==> src/logic/scs_pkg.sv <==
/*
 * serial control/status package: register offsets, field positions,
 * reset values and the shared state types of the serial control block.
 * assumes a byte-wide register port with a four-bit word address.
 */
`default_nettype none

package scs_pkg;

	// ==========================================================
	// register map
	localparam logic [3:0] SCS_ADDR_CTRL = 4'h0;   // serial_iface_control_status
	localparam logic [3:0] SCS_ADDR_DATA = 4'h1;   // serial_data_reg
	localparam logic [3:0] SCS_ADDR_CFG = 4'h2;    // master_enable
	localparam logic [3:0] SCS_ADDR_ISTS = 4'h3;   // sticky event status, write one to clear
	localparam logic [3:0] SCS_ADDR_IMASK = 4'h4;  // event mask

	// ==========================================================
	// control/status field positions
	localparam int SCS_BIT_DONE = 7;
	localparam int SCS_BIT_COLL = 6;
	localparam int SCS_BIT_FAULT = 5;
	localparam int SCS_BIT_OVR = 4;
	localparam int SCS_BIT_MODE_HI = 3;
	localparam int SCS_BIT_MODE_LO = 2;
	localparam int SCS_BIT_TXEMPTY = 1;
	localparam int SCS_BIT_EN = 0;
	localparam int SCS_BIT_MASTER = 0;

	// ==========================================================
	// reset values and modes
	localparam logic [7:0] SCS_CTRL_RESET = 8'h06;
	localparam logic [1:0] SCS_MODE_3WIRE = 2'h0;
	localparam logic [1:0] SCS_MODE_4WIRE_IN = 2'h1;
	localparam logic [1:0] SCS_MODE_RESET = 2'h1;
	localparam logic [3:0] SCS_IMASK_RESET = 4'h0;
	localparam logic [2:0] SCS_LAST_BIT = 3'h7;
	localparam logic [7:0] SCS_BYTE_ZERO = 8'h00;

	// shift engine states, one-hot
	typedef enum logic [1:0] {
		SCS_IDLE = 2'b01,
		SCS_SHIFT = 2'b10
	} scs_state_t;

	// all state of the control block except txbuf and the synchroniser flops
	typedef struct packed {
		scs_state_t st;
		logic [2:0] bitcnt;
		logic [7:0] shin;
		logic [7:0] shout;
		logic sck_prev;
		logic done;
		logic wr_coll;
		logic mode_fault;
		logic ovr;
		logic [1:0] ssmode;
		logic tx_empty;
		logic en;
		logic master_en;
		logic [7:0] rxbuf;
		logic rxfull;
		logic [3:0] ists;
		logic [3:0] imask;
		logic [7:0] rdata;
		logic irq;
		logic sdo;
		logic sdo_oe;
		logic ss_out;
		logic ss_oe;
	} scs_regs_t;

	// event vector order: done, collision, mode fault, overrun
	function automatic logic [3:0] scs_events(input logic d, input logic w, input logic m, input logic o);
		scs_events = {d, w, m, o};
	endfunction : scs_events

endpackage : scs_pkg

`default_nettype wire

==> src/logic/scs_sync.sv <==
/*
 * two flip-flop synchroniser for a bundle of unrelated levels.
 * assumes each bit is an independent slow level; no bus coherence.
 */
`timescale 1ns/1ps
`default_nettype none

module scs_sync #(
	parameter int WIDTH = 3
) (
	// clock and reset
	input wire logic ref_clk,
	input wire logic sys_rst,
	// levels
	input wire logic [WIDTH-1:0] async_in,
	output logic [WIDTH-1:0] sync_out
);

	logic [WIDTH-1:0] stage1;

	// first stage feeds only the second stage
	always_ff @(posedge ref_clk or posedge sys_rst) begin
		if (sys_rst) begin
			stage1 <= '0;
			sync_out <= '0;
		end else begin
			stage1 <= async_in;
			sync_out <= stage1;
		end
	end

endmodule : scs_sync

`default_nettype wire

==> src/logic/scs_byte_buf.sv <==
/*
 * one-byte transmit holding buffer with registered read data.
 * assumes the writer only writes when the buffer may be overwritten.
 */
`timescale 1ns/1ps
`default_nettype none

module scs_byte_buf
	import scs_pkg::*;
(
	// clock and reset
	input wire logic ref_clk,
	input wire logic sys_rst,
	// write side
	input wire logic wr_en,
	input wire logic [7:0] wr_data,
	// read side
	output logic [7:0] rd_data
);

	// contents come straight out of the storage flop
	always_ff @(posedge ref_clk or posedge sys_rst) begin
		if (sys_rst) begin
			rd_data <= SCS_BYTE_ZERO;
		end else if (wr_en) begin
			rd_data <= wr_data;
		end
	end

endmodule : scs_byte_buf

`default_nettype wire

==> src/logic/scs_ctrl.sv <==
/*
 * control and status logic of the byte serial interface, with a small
 * shift engine that turns link clock edges into transfer events.
 * assumes the serial clock always comes from the far side and is much
 * slower than ref_clk; the register master never overlaps strobes.
 */
`timescale 1ns/1ps
`default_nettype none

module scs_ctrl
	import scs_pkg::*;
(
	// clock and reset
	input wire logic ref_clk,
	input wire logic sys_rst,
	// register port
	input wire logic [3:0] reg_addr,
	input wire logic [7:0] reg_wdata,
	input wire logic reg_wr,
	input wire logic reg_rd,
	output logic [7:0] reg_rdata,
	// interrupt
	output logic irq,
	// serial link
	input wire logic sck_in,
	input wire logic sdi_in,
	output logic sdo_out,
	output logic sdo_oe,
	// slave select pin, active low
	input wire logic slave_select_pin_n_in,
	output logic slave_select_pin_n_out,
	output logic slave_select_pin_n_oe
);

	// ==========================================================
	// synchronised link inputs
	logic [2:0] pins_s;
	logic sck_s;
	logic sdi_s;
	logic ss_n_s;

	scs_sync #(
		.WIDTH(3)
	) u_sync (
		.ref_clk(ref_clk),
		.sys_rst(sys_rst),
		.async_in({sck_in, sdi_in, slave_select_pin_n_in}),
		.sync_out(pins_s)
	);

	assign sck_s = pins_s[2];
	assign sdi_s = pins_s[1];
	assign ss_n_s = pins_s[0];

	// ==========================================================
	// state and decode
	scs_regs_t q;
	scs_regs_t next_q;
	logic [7:0] txbuf;
	logic wr_ctrl;
	logic wr_data;
	logic wr_cfg;
	logic wr_ists;
	logic wr_imask;
	logic rd_data;
	logic tx_accept;
	logic sck_rise;
	logic sck_fall;
	logic selected;
	logic ev_done;
	logic ev_coll;
	logic ev_fault;
	logic ev_ovr;
	logic [7:0] rx_byte;
	logic [3:0] ev_vec;

	// strobes qualified by address
	assign wr_ctrl = reg_wr && (reg_addr == SCS_ADDR_CTRL);
	assign wr_data = reg_wr && (reg_addr == SCS_ADDR_DATA);
	assign wr_cfg = reg_wr && (reg_addr == SCS_ADDR_CFG);
	assign wr_ists = reg_wr && (reg_addr == SCS_ADDR_ISTS);
	assign wr_imask = reg_wr && (reg_addr == SCS_ADDR_IMASK);
	assign rd_data = reg_rd && (reg_addr == SCS_ADDR_DATA);
	assign tx_accept = wr_data && q.tx_empty;

	// link clock edges from the synchronised copy and its delayed twin
	assign sck_rise = sck_s && !q.sck_prev;
	assign sck_fall = !sck_s && q.sck_prev;

	// who may clock bytes in; mode 00 never looks at the pin
	assign selected = q.en && ((q.ssmode == SCS_MODE_3WIRE) || q.ssmode[1] ||
		((q.ssmode == SCS_MODE_4WIRE_IN) && !ss_n_s && !q.master_en));

	assign rx_byte = {q.shin[6:0], sdi_s};
	assign ev_done = (q.st == SCS_SHIFT) && selected && sck_rise && (q.bitcnt == SCS_LAST_BIT);
	assign ev_coll = wr_data && !q.tx_empty;
	assign ev_fault = q.en && q.master_en && (q.ssmode == SCS_MODE_4WIRE_IN) && !ss_n_s;
	assign ev_ovr = ev_done && q.rxfull && !q.master_en;
	assign ev_vec = scs_events(ev_done, ev_coll, ev_fault, ev_ovr);

	// transmit holding byte; a refused write never reaches it
	scs_byte_buf u_txbuf (
		.ref_clk(ref_clk),
		.sys_rst(sys_rst),
		.wr_en(tx_accept),
		.wr_data(reg_wdata),
		.rd_data(txbuf)
	);

	// ==========================================================
	// next state
	always_comb begin
		next_q = q;
		next_q.sck_prev = sck_s;

		// control/status write: flags store the written bit, empty flag untouched
		if (wr_ctrl) begin
			next_q.done = reg_wdata[SCS_BIT_DONE];
			next_q.wr_coll = reg_wdata[SCS_BIT_COLL];
			next_q.mode_fault = reg_wdata[SCS_BIT_FAULT];
			next_q.ovr = reg_wdata[SCS_BIT_OVR];
			next_q.ssmode = reg_wdata[SCS_BIT_MODE_HI:SCS_BIT_MODE_LO];
			next_q.en = reg_wdata[SCS_BIT_EN];
		end
		if (wr_cfg) begin
			next_q.master_en = reg_wdata[SCS_BIT_MASTER];
		end
		if (wr_imask) begin
			next_q.imask = reg_wdata[3:0];
		end

		// reading the data register frees the receive buffer
		if (rd_data) begin
			next_q.rxfull = 1'b0;
		end

		// shift engine
		case (q.st)
			SCS_IDLE: begin
				if (!q.tx_empty) begin
					next_q.shout = txbuf;
					next_q.tx_empty = 1'b1;
				end
				if (selected && sck_rise) begin
					next_q.shin = rx_byte;
					next_q.bitcnt = 3'h1;
					next_q.st = SCS_SHIFT;
				end
			end
			SCS_SHIFT: begin
				if (sck_fall) begin
					next_q.shout = {q.shout[6:0], 1'b0};
				end
				if (sck_rise) begin
					next_q.shin = rx_byte;
					next_q.bitcnt = q.bitcnt + 3'h1;
				end
				if (ev_done) begin
					next_q.st = SCS_IDLE;
					next_q.bitcnt = 3'h0;
					// an unread byte is kept unless master_en is set; the new one is lost on overrun
					if (!ev_ovr) begin
						next_q.rxbuf = rx_byte;
						next_q.rxfull = 1'b1;
					end
				end
				// dropping select or enable abandons the byte in flight
				if (!selected) begin
					next_q.st = SCS_IDLE;
					next_q.bitcnt = 3'h0;
				end
			end
			default: begin
				next_q.st = SCS_IDLE;
				next_q.bitcnt = 3'h0;
			end
		endcase

		// events win over a clear in the same cycle
		next_q.done = next_q.done | ev_done;
		next_q.wr_coll = next_q.wr_coll | ev_coll;
		next_q.mode_fault = next_q.mode_fault | ev_fault;
		next_q.ovr = next_q.ovr | ev_ovr;

		// accepted data write fills the buffer
		if (tx_accept) begin
			next_q.tx_empty = 1'b0;
		end

		// interrupt status, write one to clear, set wins
		next_q.ists = (q.ists & ~(wr_ists ? reg_wdata[3:0] : 4'h0)) | ev_vec;
		next_q.irq = |(next_q.ists & next_q.imask);

		// link outputs
		next_q.sdo = next_q.shout[7];
		next_q.sdo_oe = q.en && (q.master_en || selected);
		next_q.ss_oe = next_q.ssmode[1];
		next_q.ss_out = next_q.ssmode[0];

		// read data, valid the cycle after the strobe only
		next_q.rdata = SCS_BYTE_ZERO;
		if (reg_rd) begin
			case (reg_addr)
				SCS_ADDR_CTRL: next_q.rdata = {q.done, q.wr_coll, q.mode_fault, q.ovr, q.ssmode, q.tx_empty, q.en};
				SCS_ADDR_DATA: next_q.rdata = q.rxbuf;
				SCS_ADDR_CFG: next_q.rdata = {7'h00, q.master_en};
				SCS_ADDR_ISTS: next_q.rdata = {4'h0, q.ists};
				SCS_ADDR_IMASK: next_q.rdata = {4'h0, q.imask};
				default: next_q.rdata = SCS_BYTE_ZERO;
			endcase
		end
	end

	// ==========================================================
	// state register
	always_ff @(posedge ref_clk or posedge sys_rst) begin
		if (sys_rst) begin
			q <= '0;
			q.st <= SCS_IDLE;
			q.ssmode <= SCS_MODE_RESET;
			q.tx_empty <= SCS_CTRL_RESET[SCS_BIT_TXEMPTY];
			q.en <= SCS_CTRL_RESET[SCS_BIT_EN];
			q.imask <= SCS_IMASK_RESET;
		end else begin
			q <= next_q;
		end
	end

	// outputs straight from flops
	assign reg_rdata = q.rdata;
	assign irq = q.irq;
	assign sdo_out = q.sdo;
	assign sdo_oe = q.sdo_oe;
	assign slave_select_pin_n_out = q.ss_out;
	assign slave_select_pin_n_oe = q.ss_oe;
endmodule : scs_ctrl

`default_nettype wire

==> config.mk <==
export PLATFORM = sky130hd
export DESIGN_NAME = scs_ctrl
export DESIGN_NICKNAME = d
export VERILOG_FILES = /design/src/logic/scs_pkg.sv /design/src/logic/scs_sync.sv /design/src/logic/scs_byte_buf.sv /design/src/logic/scs_ctrl.sv
export SDC_FILE = /design/constraint.sdc
export NUM_CORES = 1
export LEC_CHECK = 0
export ABC_CLOCK_PERIOD_IN_PS = 6000
export BUFFER_PORTS_ARGS = -buffer_cell sky130_fd_sc_hd__buf_2
export CAP_MARGIN = 0
export CORE_UTILIZATION = 59
export DETAILED_ROUTE_END_ITERATION = 12
export GPL_ROUTABILITY_DRIVEN = 0
export PLACE_DENSITY = 0.85
export REMOVE_ABC_BUFFERS = 1
export SLEW_MARGIN = 20
export SYNTH_ARGS = -nofsm -noshare
export SYNTH_HDL_FRONTEND = slang
export SYNTH_SLANG_ARGS = --single-unit
==> constraint.sdc <==
create_clock -name ref_clk -period 6 [get_ports ref_clk]
set_input_delay 0.6 -clock ref_clk [delete_from_list [all_inputs] [get_ports ref_clk]]
set_output_delay 0.6 -clock ref_clk [all_outputs]
set_load 0.01 [all_outputs]
* Word level (Yosys, flattened, before mapping)
Cells that the tools add are included.
Storage, ports and cells: bits in registers 73, input port bits 19
Cells by class: add/sub/neg operators 1, eq/ne operators 14, mux-type cells 19, bitwise operators 9, reduce and logical (&&, ||, !) cells 41
Operator list (count):
- $pmux W8 S5 | 1
- $pmux W15 S2 | 1
- $mux W8 | 3
- $logic_and A1 B1 Y1 | 23
- $mux W13 | 1
- $mux W11 | 1
- $mux W5 | 2
- $pmux W5 S2 | 1
- $reduce_and A3 Y1 | 3
- $and A4 B4 Y4 | 2
- $eq A4 B2 Y1 const B | 2
- $mux W4 | 2
- $ne A2 B2 Y1 const B | 4
- $mux W1 | 6
- $mux W6 | 1
- $logic_not A1 Y1 | 5
- $eq A2 B1 Y1 const B | 2
- $eq A4 B1 Y1 const B | 1
- $eq A4 B3 Y1 const B | 1
- $logic_not A4 Y1 | 1
- $ne A4 B4 Y1 const B | 1
- $not A4 Y4 | 1
- $or A1 B1 Y1 | 4
- $or A4 B4 Y4 | 1
- 10 further kinds | 14

* Longest topological paths before layout
Gate-level depths: netlist (run 1).
word-level depth 13, gate-level depth with buffers 7

* Hierarchy
From an unflattened synthesis (run 1), not the netlist that was laid out.
Unflattened totals: cells, all modules 266, area, all modules 3383.2 um2
Modules (own cells, without submodules):
- scs_ctrl | instances 1, cells each 241, area an instance 2894.0 um2
- scs_byte_buf | instances 1, cells each 18, area an instance 335.3 um2
- scs_sync | instances 1, cells each 7, area an instance 153.9 um2

* Worst setup path before layout (run 1)
OpenSTA, ideal clock, no wires.
kind input port to flip-flop, from input reg_addr[0], to register u_txbuf.rd_data[0], library setup time 0.128 ns, data arrival time 1.748 ns, setup slack 4.124 ns, stages on the path 5, buffers on the path 2, path through buf_2 > nor4b_4 > and3_1 > buf_4 > mux2_1
On the way: word-level cells in the longest chain between the ends 3
Ends and longest elaborated chain:
- from (decl) | line scs_ctrl.sv:17 | input wire logic [3:0] reg_addr,
- $eq A4 B1 Y1 | line scs_ctrl.sv:79 | assign wr_data = reg_wr && (reg_addr == SCS_ADDR_DATA);
- $logic_and A1 B1 Y1 | line scs_ctrl.sv:79
- $logic_and A1 B1 Y1 | line scs_ctrl.sv:84 | assign tx_accept = wr_data && q.tx_empty;
- to (signal assigned) | line scs_byte_buf.sv:26 | rd_data <= wr_data;
- to (decl) | line scs_byte_buf.sv:18 | output logic [7:0] rd_data
No other way between the ends. A chain may end at the register's enable or synchronous reset.

* Worst setup path in the final report (run 1)
from register q[59] in the netlist's numbering, to register q[29] in the netlist's numbering
On the way: word-level cells in the longest chain between the ends 8
Ends and longest elaborated chain:
- from (decl) | line scs_ctrl.sv:57 | scs_regs_t q;
- from (signal assigned) | line scs_ctrl.sv:225 | q <= next_q;
- $eq A2 B2 Y1 (*) | line scs_ctrl.sv:95, scs_ctrl.sv:138
- $logic_and A1 B1 Y1 (3 in a row) | line scs_ctrl.sv:95 | assign ev_done = (q.st == SCS_SHIFT) && selected && sck_rise && (q.bitcnt == SCS_LAST_BIT);
- $logic_and A1 B1 Y1 (2 in a row) | line scs_ctrl.sv:98 | assign ev_ovr = ev_done && q.rxfull && !q.master_en;
- $not A1 Y1 (no line)
- $reduce_and A3 Y1 (no line) (*)
Mark *: on every way between the ends. The rest lies on a longest branch, timed or not.

==> results of run 1 <==
-- critical path: cells and delay by family (launching register included) --
kind	cells	cell delay, ns
simple gates	2	0.65
fa+ha+maj	1	0.56
flops	1	0.39
mux	1	0.39
compound gates	1	0.20
buf+inv	1	0.05
-- layout by cell type, fill, tap and decap left out, drive strengths merged, types with 4 or more instances in the layout --
master  count
nor2       16
inv        12
mux2       29
ha          5
o21ai       5
and2        4
nand2      11
nand2b      4
or2         7
and3        7
a22o        6
a22oi       7
mux2i       9
a21oi      16
buf        33
clkbuf     15
dfrtp      69
a21boi      4
-- metrics by stage --
step	area [sq um]	util
2_1_floorplan	3140	-
3_3_place_gp	3400	0.654
3_5_place_dp	3400	0.654
4_1_cts	3610	0.693
5_1_grt	3610	0.693
6_report	3610	0.693
-- report_power, final --
group	switching, mW	internal [mW]
registers	0.0657	0.588
clock network	0.173	0.207
logic	0.156	0.128
total	0.395	0.923
-- cells in the mapped netlist, types with 4 or more instances --
cell type  number
nor2_1         16
mux2i_1         9
a22o_1          6
buf_4           9
a21oi_1        15
buf_2           5
a21boi_0        4
and2_1          4
a22oi_1         7
mux2_1          8
or2_2           6
nand2_1        11
mux2_2         21
dfrtp_1        69
ha_1            5
inv_1          12
o21ai_0         5
and3_1          7
-- sequential cells by signal, summed over array words and instances (netlist names) --
register	cells
slave_select_pin_n_out	1
u_sync.stage1	3
reg_rdata	8
sdo_oe	1
q	46
u_txbuf.rd_data	8
u_sync.sync_out	3
irq	1
slave_select_pin_n_oe	1
-- final cells by class --
type / instances / area [sq um] / area share
clock buffer: 15 / 196 / 0.0545
clock inverter: 1 / 7.51 / 0.00208
timing repair buffer: 33 / 170 / 0.0472
tap: 70 / 87.6 / 0.0243
sequential: 72 / 1810 / 0.501
inverter: 12 / 45.0 / 0.0125
multi-input combinational: 168 / 1290 / 0.359
-- worst max path at each step --
| stage | slack, ns | end | cells past startpoint | from |
|---|---|---|---|---|
| 6_report | 3.63 | q[29] | 6 | q[59] |
| 3_3_place_gp | 3.77 | q[22] | 6 | q[59] |
| 3_5_place_dp | 3.66 | q[29] | 6 | q[59] |
| 5_1_grt | 3.45 | q[22] | 6 | q[59] |
| 4_1_cts | 3.62 | q[29] | 6 | q[59] |
| 2_1_floorplan | 3.58 | irq | 1 | sys_rst |
-- cell families after synthesis --
group	Yosys count	synth area share
adders and majority gates	5	0.0192
DFF	72	0.555
muxes	38	0.128
buffers and inverters	29	0.0480
and+or+nand+nor	66	0.123
AOI/OAI and AO/OA	59	0.127
-- per-layer routing --
metal | vias up | part of all wire
li1 | 1013 | -
met1 | 1098 | 0.45
met2 | 77 | 0.46
met3 | 14 | 0.069
met4 | 0 | 0.019
met5 | - | 0
==> impl_summary.md, run 1 <==
GRT
The all-layer global routing usage is 0.241. The number of global-route vias before repair was approximately 2100. Entering global routing, the biggest net connects 73 pins.

The first global-routing pass estimated about 11 mm of wire. For met3 alone, demand over resource in global routing was 0.0563. Global routing finished with a remaining overflow of 0. The met1 usage in global routing is 0.347. In this run the most used layer during global routing was met1.

The initial antenna violation count is 0. In the global route stage, met2 resource usage came out at 0.345.

Cells and area
The final layout contains 320 nets. The area growth from synthesis to layout is 10.8%. The layout cell share with drive strength beyond 1 is 0.282. Fill cells in the final layout number just under 400. The number of antenna cells inserted is 0.

The finished layout holds 371 standard cells, fillers aside.

Synth
During synthesis, Yosys emitted a total of 0 warnings. The cell count after synthesis is about 270. The share of the Yosys chip area taken by registers is 0.555. Of the post-synthesis cell area, the dominant cell type holds 0.530. The count of distinct cell types in the synthesized netlist is 48.

Summed over all instances, the cell type with the most area after synthesis is dfrtp_1. The mean cell area of the mapped netlist is 12.1 sq um. The number of flops mapped to enable cells by yosys is 0. By area the synthesized netlist is led by dfrtp_1 (53%), mux2_2 (7.3%), mux2i_1 (2.8%), mux2_1 (2.8%), dfstp_2 (2.4%). The number of register bits inferred by synthesis is between 70 and 80.

In the synthesized netlist the async set-or-reset flop fraction comes to 1.00. The post-synth design cell area is approximately 3300 sq um. Among all flip-flop cells after synthesis, the most frequent one is dfrtp_1.

Route
The first-pass detailed-route iteration total is 5. The first routing iteration left approximately 180 violations. The number of vias per cell is slightly below 6. Once detail routing completed, the nets flagged for antenna violations numbered 0. After detailed routing, the average wire length per cell comes to between 15 and 20 um. The total number of vias is 2202.

In the routed design, unresolved DRC markers number 0. Summed over all layers, the routed wires come to roughly 6.2 mm.

Place
The worst slack at placement is ~3.7 ns. The number of I/O port buffers is 31. In this run, placement finished with an instance count of approximately 360. The post-detailed-placement half-perimeter wirelength is 4.40 mm.

Clock network
The CTS sink count is 72. The count of instances resized after the clock tree is built is 0. The clock-pin slew on the worst setup and hold paths is 0.07 ns.

The library cell used as clock root buffer is clkbuf_8. The source-to-sink clock delay at the later pin of the worst-skew pair is approximately 0.35 ns. The number of setup buffers added after CTS is 0. The number of hold buffers added after CTS is 0.

In this run the number of H-tree levels came out at 3. The CTS tree is done. Buffers inserted during clock tree synthesis total 9. No sink is reached through more buffers than the 2 on the longest clock path.

Timing
The transition time at the pin with the least slew margin is around 0.99 ns. The post-route clock period utilization is 0.396. The smallest hold slack is ~0.35 ns. Headroom to the max-slew limit came out at 0.341. Setup slack on the critical path of the routed design comes to 3.63 ns. Setup repair after global routing left no endpoint under its margin. The final number of max-transition violations is 0.

The final setup violation count is 0. The peak clock frequency supported by timing is 0.421 GHz. The shortest clock period the worst path allows after layout is about 2.4 ns. Clock skew on the completed layout was measured at between 0.005 and 0.006 ns. Adding up every negative setup slack in the final design gives 0 ns. The number of endpoints with negative hold slack in the final report was 0.

Worst setup path
The arrival time reported for the critical path endpoint is about 2.6 ns. STA classifies the critical path startpoint as a flop. Traced cell by cell, the critical path runs through inv_1, ha_1, and2_1, o211a_1, and2_1, mux2_2.

The internal reg-to-reg setup slack is approximately 3.6 ns. Of all nets on the critical path, the largest fanout is 13. On the worst path, the slowest cell contributes a delay of between 0.5 and 0.6 ns.

At the worst endpoint, the required time is 6.23 ns. The capturing point of the worst reg2reg path is q[29]. The type of the worst setup path is reg2reg. Among the stages of the critical path, the cell type that occurs most often is and2_1.

The slowest stage cell on the critical path is ha_1. The endpoint kind of the worst setup timing path is a flop. The cell depth of the worst flop-to-flop path is 6. The origin of the critical flop-to-flop path is q[59].

Hold path
The path class of the tightest hold or removal check is reg2reg. The number of cells on the worst hold path is 0. The start point of the worst min-delay path is u_sync.stage1[1]. The worst hold path terminates at u_sync.sync_out[1].

Pwr
Summed over all cells, the static leakage comes to 1.73 nW. The total power of the final layout is roughly 1.3 mW. IR analysis of the VDD net gives a maximum drop of 0.000220 V. The cell area power density is between 300 and 400 nW/um^2.

Die
The number of standard-cell rows in the floorplan is 26. The floorplan step defined a core boundary enclosing between 5000 and 6000 sq um. The effective utilization at floorplan is 0.625. The die footprint is 5820 sq um. In this run the vertical extent of the chip is 76.3 um.

The horizontal die dimension is 76.3 um. During I/O placement, the number of pins put on the boundary was 32.

Run
The number of max-capacitance violations reported is 0.

Status
The run finished with clean final reports.
No activity file was read; power rests on OpenSTA's default activity.
==> run 2: changes to the inputs <==
--- a/config.mk
+++ b/config.mk
@@ -5,13 +5,13 @@
 export SDC_FILE = /design/constraint.sdc
 export NUM_CORES = 1
 export LEC_CHECK = 0
-export ABC_CLOCK_PERIOD_IN_PS = 6000
+export ABC_CLOCK_PERIOD_IN_PS = 2000
 export BUFFER_PORTS_ARGS = -buffer_cell sky130_fd_sc_hd__buf_2
 export CAP_MARGIN = 0
-export CORE_UTILIZATION = 59
+export CORE_UTILIZATION = 53
 export DETAILED_ROUTE_END_ITERATION = 12
 export GPL_ROUTABILITY_DRIVEN = 0
-export PLACE_DENSITY = 0.85
+export PLACE_DENSITY = 0.81
 export REMOVE_ABC_BUFFERS = 1
 export SLEW_MARGIN = 20
 export SYNTH_ARGS = -nofsm -noshare
==> constraint.sdc (replaced) <==
create_clock -name ref_clk -period 2 [get_ports ref_clk]
set_input_delay 0.2 -clock ref_clk [delete_from_list [all_inputs] [get_ports ref_clk]]
set_output_delay 0.2 -clock ref_clk [all_outputs]
set_load 0.01 [all_outputs]
==> impl_summary.md, run 2 (same netlist as run 1, synthesis figures left out) <==
Route
The detailed router finished its first iteration with 155 violations. Dividing the detail-routed wire length by the instance count gives between 15 and 20 um. The detailed router placed around 2200 vias in this run. The detailed-route DRC error count is 0.

The final layout contains routed wiring with a total length of around 6.6 mm. The first-pass detailed-route iteration total is 4. In this run the remaining antenna-violating nets after routing total 0. In the routed layout, each cell is associated on average with a via count of between 5 and 6.

Worst setup path
The number of buffer and inverter instances along the worst setup path is 0. The worst setup path is launched from a flop. Along the worst path, the maximum fanout reaches 7.

The slowest stage of the critical path is the dfstp_2 cell. The type of the worst setup path is reg2reg. The gate family responsible for the most delay along the worst path is compound AO/OA/AOI/OAI gates. The maximum cell stage delay along the critical path is approximately 0.56 ns.

The required time at the endpoint of the critical path is 2.23 ns. The arrival time reported for the critical path endpoint is approximately 2.1 ns. The worst setup path is captured at a flop.

The signal on the critical path passes through ha_1, o211ai_1, a21oi_2, mux2_2.

Die
In this run the core area contains 28 standard-cell rows. From bottom edge to top edge, the die measures 80.4 um. The core area is between 5000 and 6000 sq um. The die footprint is 6460 sq um. The effective utilization at floorplan is 0.550. 32 I/O pins were placed.

Measured along the x axis, the die boundary spans around 80 um.

Timing
The number of endpoints with negative hold slack in the final report is 0. The transition time at the pin with the least slew margin is 0.532 ns. In the finished design, the share of the clock period the worst path needs comes to 0.948. The smallest hold slack is between 0.09 and 0.1 ns. The final worst clock skew is roughly 0.0073 ns.

Static timing analysis puts the maximum clock frequency at about 0.53 GHz. Setup repair after global routing left no endpoint under its margin. Headroom to the max-slew limit came out at 0.643. The smallest clock period supported by the final layout is computed as approximately 1.9 ns. The final number of max-transition violations is 0. Setup violations remaining at the end of the flow were counted as 0.

GRT
The first global-routing pass estimated between 10 and 15 mm of wire. The number of global-route vias before repair was 2233. The initial antenna violation count is 0.

The global-route congestion overflow total is 0. For this run, the total global-route usage over all layers was measured as 0.234. Entering global routing, the biggest net connects 55 pins.

Pwr
The leakage power is 1.77 nW. The maximum vdd ir drop is between 0.0005 and 0.0006 V. Dividing total power by cell area gives a power density of 1080 nW/um^2.

Of the total power, combinational logic draws 0.226. The cell-internal power is ~2.8 mW. The part of the power in the clock network is 0.281. The relative contribution of sequential cells to total power is 0.493. Of the total power, the share spent switching nets is 0.300.

The net load switching power is about 1.2 mW.

Clock network
The clock drives 72 sinks. In this run the number of H-tree levels came out at 3. TritonCTS built the clock tree. Clock-pin slew was measured on the worst setup and hold paths at around 0.070 ns.

The worst-case clock buffer depth is 2. The library cell used as clock root buffer is clkbuf_8. The later pin in the worst-skew pair is clocked with a latency of 0.35 ns. The number of clock buffers added by TritonCTS is 9.

Buffers added to address setup during post-CTS repair amount to 0.

Place
The number of I/O port buffers is 31. The post-detailed-placement half-perimeter wirelength is roughly 4.6 mm. The post-detailed-placement cell area is around 3500 sq um. Counting tap cells, the placed design contains a total of 365 instances.

Cells and area
For this run, the post-layout net count is ~330. The library cell used most frequently in the layout, excluding fill and tap cells, is dfrtp_1. The footprint of the multi-input gates is between 1000 and 1500 sq um. The finished cells cover about 3700 sq um. The final-layout fill cell count is around 440.

In the layout the commonest cells are dfrtp_1 (69), buf_2 (31), mux2_2 (21). q holds more flip-flops than any other register. Summing all flip-flop and latch instances after layout gives ~1800 sq um. For this run, the number of standard cells in the final layout without fillers is just under 400. From synthesis to final layout, the design area changed by 13.4%. The number of antenna cells inserted is 0.

The layout cell share with drive strength beyond 1 is 0.287. The register with the most flip-flops in the layout has 46 of them.

Run
The number of max-capacitance violations reported is 0.

Status
The flow ran to the end, and the final reports show no timing, DRC or antenna violations.

Hold path
The kind of path behind the tightest hold check is in2reg.
==> run 2: power groups by stage <==
| stage | logic (mW) | clock network [mW] | registers [mW] |
|---|---|---|---|
| floorplan | 0.622 | 0 | 1.94 |
| global placement | 0.849 | 0 | 1.97 |
| detailed placement | 0.889 | 0 | 1.99 |
| CTS | 0.907 | 1.15 | 1.96 |
| global route | 1.01 | 1.22 | 2.01 |
| finish | 0.901 | 1.12 | 1.97 |
==> run 2: layout make-up <==
class / count / area share
sequential: 72 / 0.489
multi-input combinational: 168 / 0.351
timing repair buffer: 42 / 0.0705
clock buffer: 13 / 0.0403
tap: 75 / 0.0254
inverter: 12 / 0.0122
clock inverter: 3 / 0.0115
==> run 2: repair_timing <==
item,CTS,global route
endpoints found under the setup margin,0,8
hold buffers,4,0
gates resized for setup,0,1
hold endpoints to repair,21,0
==> run 2: per-stage QoR <==
stage           util  worst slack [ns]  power, mW  setup TNS [ns]
2_1_floorplan      -           -0.0215       2.56           -1.55
3_3_place_gp   0.584             0.119       2.82               0
3_5_place_dp   0.584            0.0345       2.88               0
4_1_cts        0.623           0.00438       4.02               0
5_1_grt        0.623           0.00420       4.23               0
6_report       0.623             0.104       3.99               0
==> run 2: layer usage <==
metal | vias to the layer above | track usage | wire length [um]
met1 | 1142 | 0.306 | 2880
li1 | 1030 | - | -
met2 | 59 | 0.368 | 3340
met5 | - | 0 | 0
met4 | 0 | 0.0964 | 136
met3 | 13 | 0.0636 | 296
==> run 2: final timing paths <==
kind,start,to,slack [ns],cells after the start
setup / recovery,q[59],q[48],0.10,4
hold / removal,reg_wdata[5],u_txbuf.rd_data[5],0.1,2
setup reg to reg,q[59],q[48],0.10,4
hold reg to reg,u_sync.stage1[1],u_sync.sync_out[1],0.35,0
max in group asynchronous,sys_rst,q[33],0.94,4
min in group asynchronous,sys_rst,reg_rdata[4],0.39,3
==> run 3: changes to the inputs <==
--- a/config.mk
+++ b/config.mk
@@ -7,11 +7,12 @@
 export LEC_CHECK = 0
 export ABC_CLOCK_PERIOD_IN_PS = 2000
 export BUFFER_PORTS_ARGS = -buffer_cell sky130_fd_sc_hd__buf_2
-export CAP_MARGIN = 0
-export CORE_UTILIZATION = 53
+export CELL_PAD_IN_SITES_DETAIL_PLACEMENT = 0
+export CELL_PAD_IN_SITES_GLOBAL_PLACEMENT = 1
+export CORE_UTILIZATION = 43
 export DETAILED_ROUTE_END_ITERATION = 12
 export GPL_ROUTABILITY_DRIVEN = 0
-export PLACE_DENSITY = 0.81
+export PLACE_DENSITY = 0.8
 export REMOVE_ABC_BUFFERS = 1
 export SLEW_MARGIN = 20
 export SYNTH_ARGS = -nofsm -noshare
==> impl_summary.md, run 3 (same netlist as run 1, synthesis figures left out) <==
Status
The flow ran to the end, and the final reports show no timing, DRC or antenna violations.

Timing
The number of endpoints with negative hold slack in the final report came to 0. The final setup violation count is 0. The final number of max-transition violations came to 0. The transition time at the pin with the least slew margin is between 0.5 and 0.6 ns. Subtracting the final worst setup slack from the clock period gives roughly 1.9 ns.

The worst slew margin relative to its limit is 0.660. Setup repair after global routing left no endpoint under its margin. The clock arrives with about 0.0078 ns of skew. The worst path setup slack after routing is 0.138 ns. The peak clock frequency supported by timing is approximately 0.54 GHz. Dividing the final minimum period by the clock period gives 0.931.

Route
The detailed-route DRC error count is 0. Wires add up to about 6.6 mm. The first routing iteration left approximately 160 violations. Dividing the detail-routed via count by the number of cells gives around 5.4. The total number of vias is approximately 2200. The count of nets left with antenna violations once routing finished came out at 0. The first-pass detailed-route iteration total is 4.

The mean routed wirelength per cell is around 16 um.

Clock network
The clock drives between 70 and 80 sinks. The number of clock buffers added by TritonCTS is 9. After clock tree synthesis, the clock-pin slew on the worst setup and hold paths is approximately 0.080 ns.

The H-tree was split into 3 levels. The number of setup buffers added after CTS is 0. The worst-case clock buffer depth is 2.

The library cell used as clock root buffer is clkbuf_8. TritonCTS built the clock tree. The source-to-sink clock delay at the later pin of the worst-skew pair is 0.35 ns.

Cells and area
The number of antenna diodes in the final layout is 0. The final core utilization is 0.514. The multi-input combinational cells in the finished layout cover a total of about 1300 sq um. The finished cells cover approximately 3700 sq um. The top cell types in the final layout, fill and taps aside, are dfrtp_1 (69), buf_2 (31), mux2_2 (21). The number of flip-flops under the largest register name is 46. Across the whole layout, storage elements account for 1810 sq um. The most common cell after layout, fill and taps aside is dfrtp_1.

The count of nets after finishing is roughly 330. The layout cell share with drive strength beyond 1 is 0.301. The final-layout fill cell count is about 680. The synthesis-to-layout area growth is 15.1%. More flip-flops sit in one register than any other, and that register is q. The final cell count without fillers is ~410.

GRT
The number of global-route vias before repair is approximately 2200. The all-layer global routing usage is 0.188. The initial antenna violation count was 0. The most congested layer reported by global routing is met2. The maximum number of pins on one net before global-route repair is 73. Global routing finished with a remaining overflow of 0. For this run, global-route usage on met1 was measured as 0.264.

For met2 alone, demand over resource in global routing was 0.285. The met3 usage is 0.0554. The first-pass GRT wire length is between 10 and 15 mm.

Worst setup path
The endpoint kind of the worst setup timing path is a flop. The required time at the endpoint of the critical path is approximately 2.2 ns. The internal reg-to-reg setup slack is about 0.14 ns. In this run the worst path has a maximum fanout of 9. In this design, the stage delay of the slowest critical-path cell is 0.38 ns. Counting stages on the worst path, the most repeated cell is ha_1. Data arrives at the worst endpoint at 2.10 ns. The slowest stage of the critical path belongs to the cell dfrtp_1. The startpoint class of the critical path is a flop. Traced cell by cell, the critical path runs through ha_1, ha_1, and3b_1, o211a_1, and2_2, mux2_2. The type of the worst setup path is reg2reg.

Die
The die boundary height is 89.0 um. After floorplanning, the core was divided into 31 placement rows. The number of top-level pins is 32. For this configuration, the core starts out at a cell density of 0.446. The horizontal die dimension is just under 90 um.

The core area is approximately 7300 sq um. The floorplan step defined a die boundary enclosing around 7900 sq um.

Place
The number of I/O port buffers is 31. Prior to clock tree synthesis, the placed netlist has a worst setup slack of between 0.03 and 0.04 ns. The number of instances in the placed design is around 400. The post-detailed-placement half-perimeter wirelength is between 4 and 5 mm. The post-detailed-placement cell area is 3500 sq um.

Run
The number of max-capacitance violations reported is 0.

Hold path
The kind of path behind the tightest hold check is in2reg.

Pwr
The leakage power is between 1.5 and 2 nW. Of the total power, the share spent switching nets is 0.310. The share of total power dissipated in the clock network is 0.293.

The part of the power in combinational logic is 0.222. The maximum vdd ir drop is between 0.0006 and 0.0007 V. The relative contribution of sequential cells to total power is 0.484.

The net load switching power is between 1 and 1.5 mW. The total power of the final layout is between 4 and 5 mW. The cell area power density is 1070 nW/um^2.

The cell-internal power is approximately 2.8 mW.
-- run 3: critical path: cells and delay by family, from the launching register on --
| kind | cells | cell delay (ns) |
|---|---|---|
| AOI/OAI and AO/OA | 1 | 0.20 |
| DFF | 1 | 0.38 |
| muxes | 1 | 0.37 |
| adders and majority gates | 2 | 0.28 |
| and+or+nand+nor | 2 | 0.51 |
-- run 3: per-stage QoR --
stage / setup TNS [ns] / hold WS [ns]
5_1_grt: 0 / 0.0807
3_5_place_dp: 0 / 0.310
3_3_place_gp: 0 / 0.308
4_1_cts: 0 / 0.0665
6_report: 0 / 0.0765
2_1_floorplan: -1.55 / 0.231
-- run 3: cell type report --
class,instances,share of cell area
repair buffers,44,0.0734
clock inverters,7,0.0214
flip-flops and latches,72,0.482
well taps,99,0.0330
inverters,12,0.0120
clock buffers,9,0.0330
multi-input cells,168,0.345
-- run 3: repair_timing --
item | in CTS | in global routing
gates resized for setup | 1 | 0
setup endpoints to repair | 1 | 0
hold endpoints to repair | 72 | 0
hold buffers | 4 | 0
-- run 3: power by group through the flow --
stage,logic (mW),clock network [mW],registers [mW]
6_report,0.891,1.18,1.94
5_1_grt,1.01,1.26,1.98
4_1_cts,0.899,1.21,1.95
3_5_place_dp,0.887,0,1.97
3_3_place_gp,0.867,0,1.96
2_1_floorplan,0.622,0,1.94
-- run 3: path summary, 6_finish.rpt --
check                           cells after the start                 end             start
worst max-delay path                                6               q[24]             q[56]
worst min-delay path                                2  u_txbuf.rd_data[5]      reg_wdata[5]
max in group asynchronous                           4               q[33]           sys_rst
min in group asynchronous                           4  u_sync.sync_out[0]           sys_rst
worst min register to register                      0  u_sync.sync_out[0]  u_sync.stage1[0]
worst max register to register                      6               q[24]             q[56]
-- run 3: routing by layer --
layer / vias to the layer above / wire (um)
met5: - / 0
li1: 1040 / -
met4: 0 / 111
met3: 11 / 386
met2: 57 / 2970
met1: 1117 / 3130
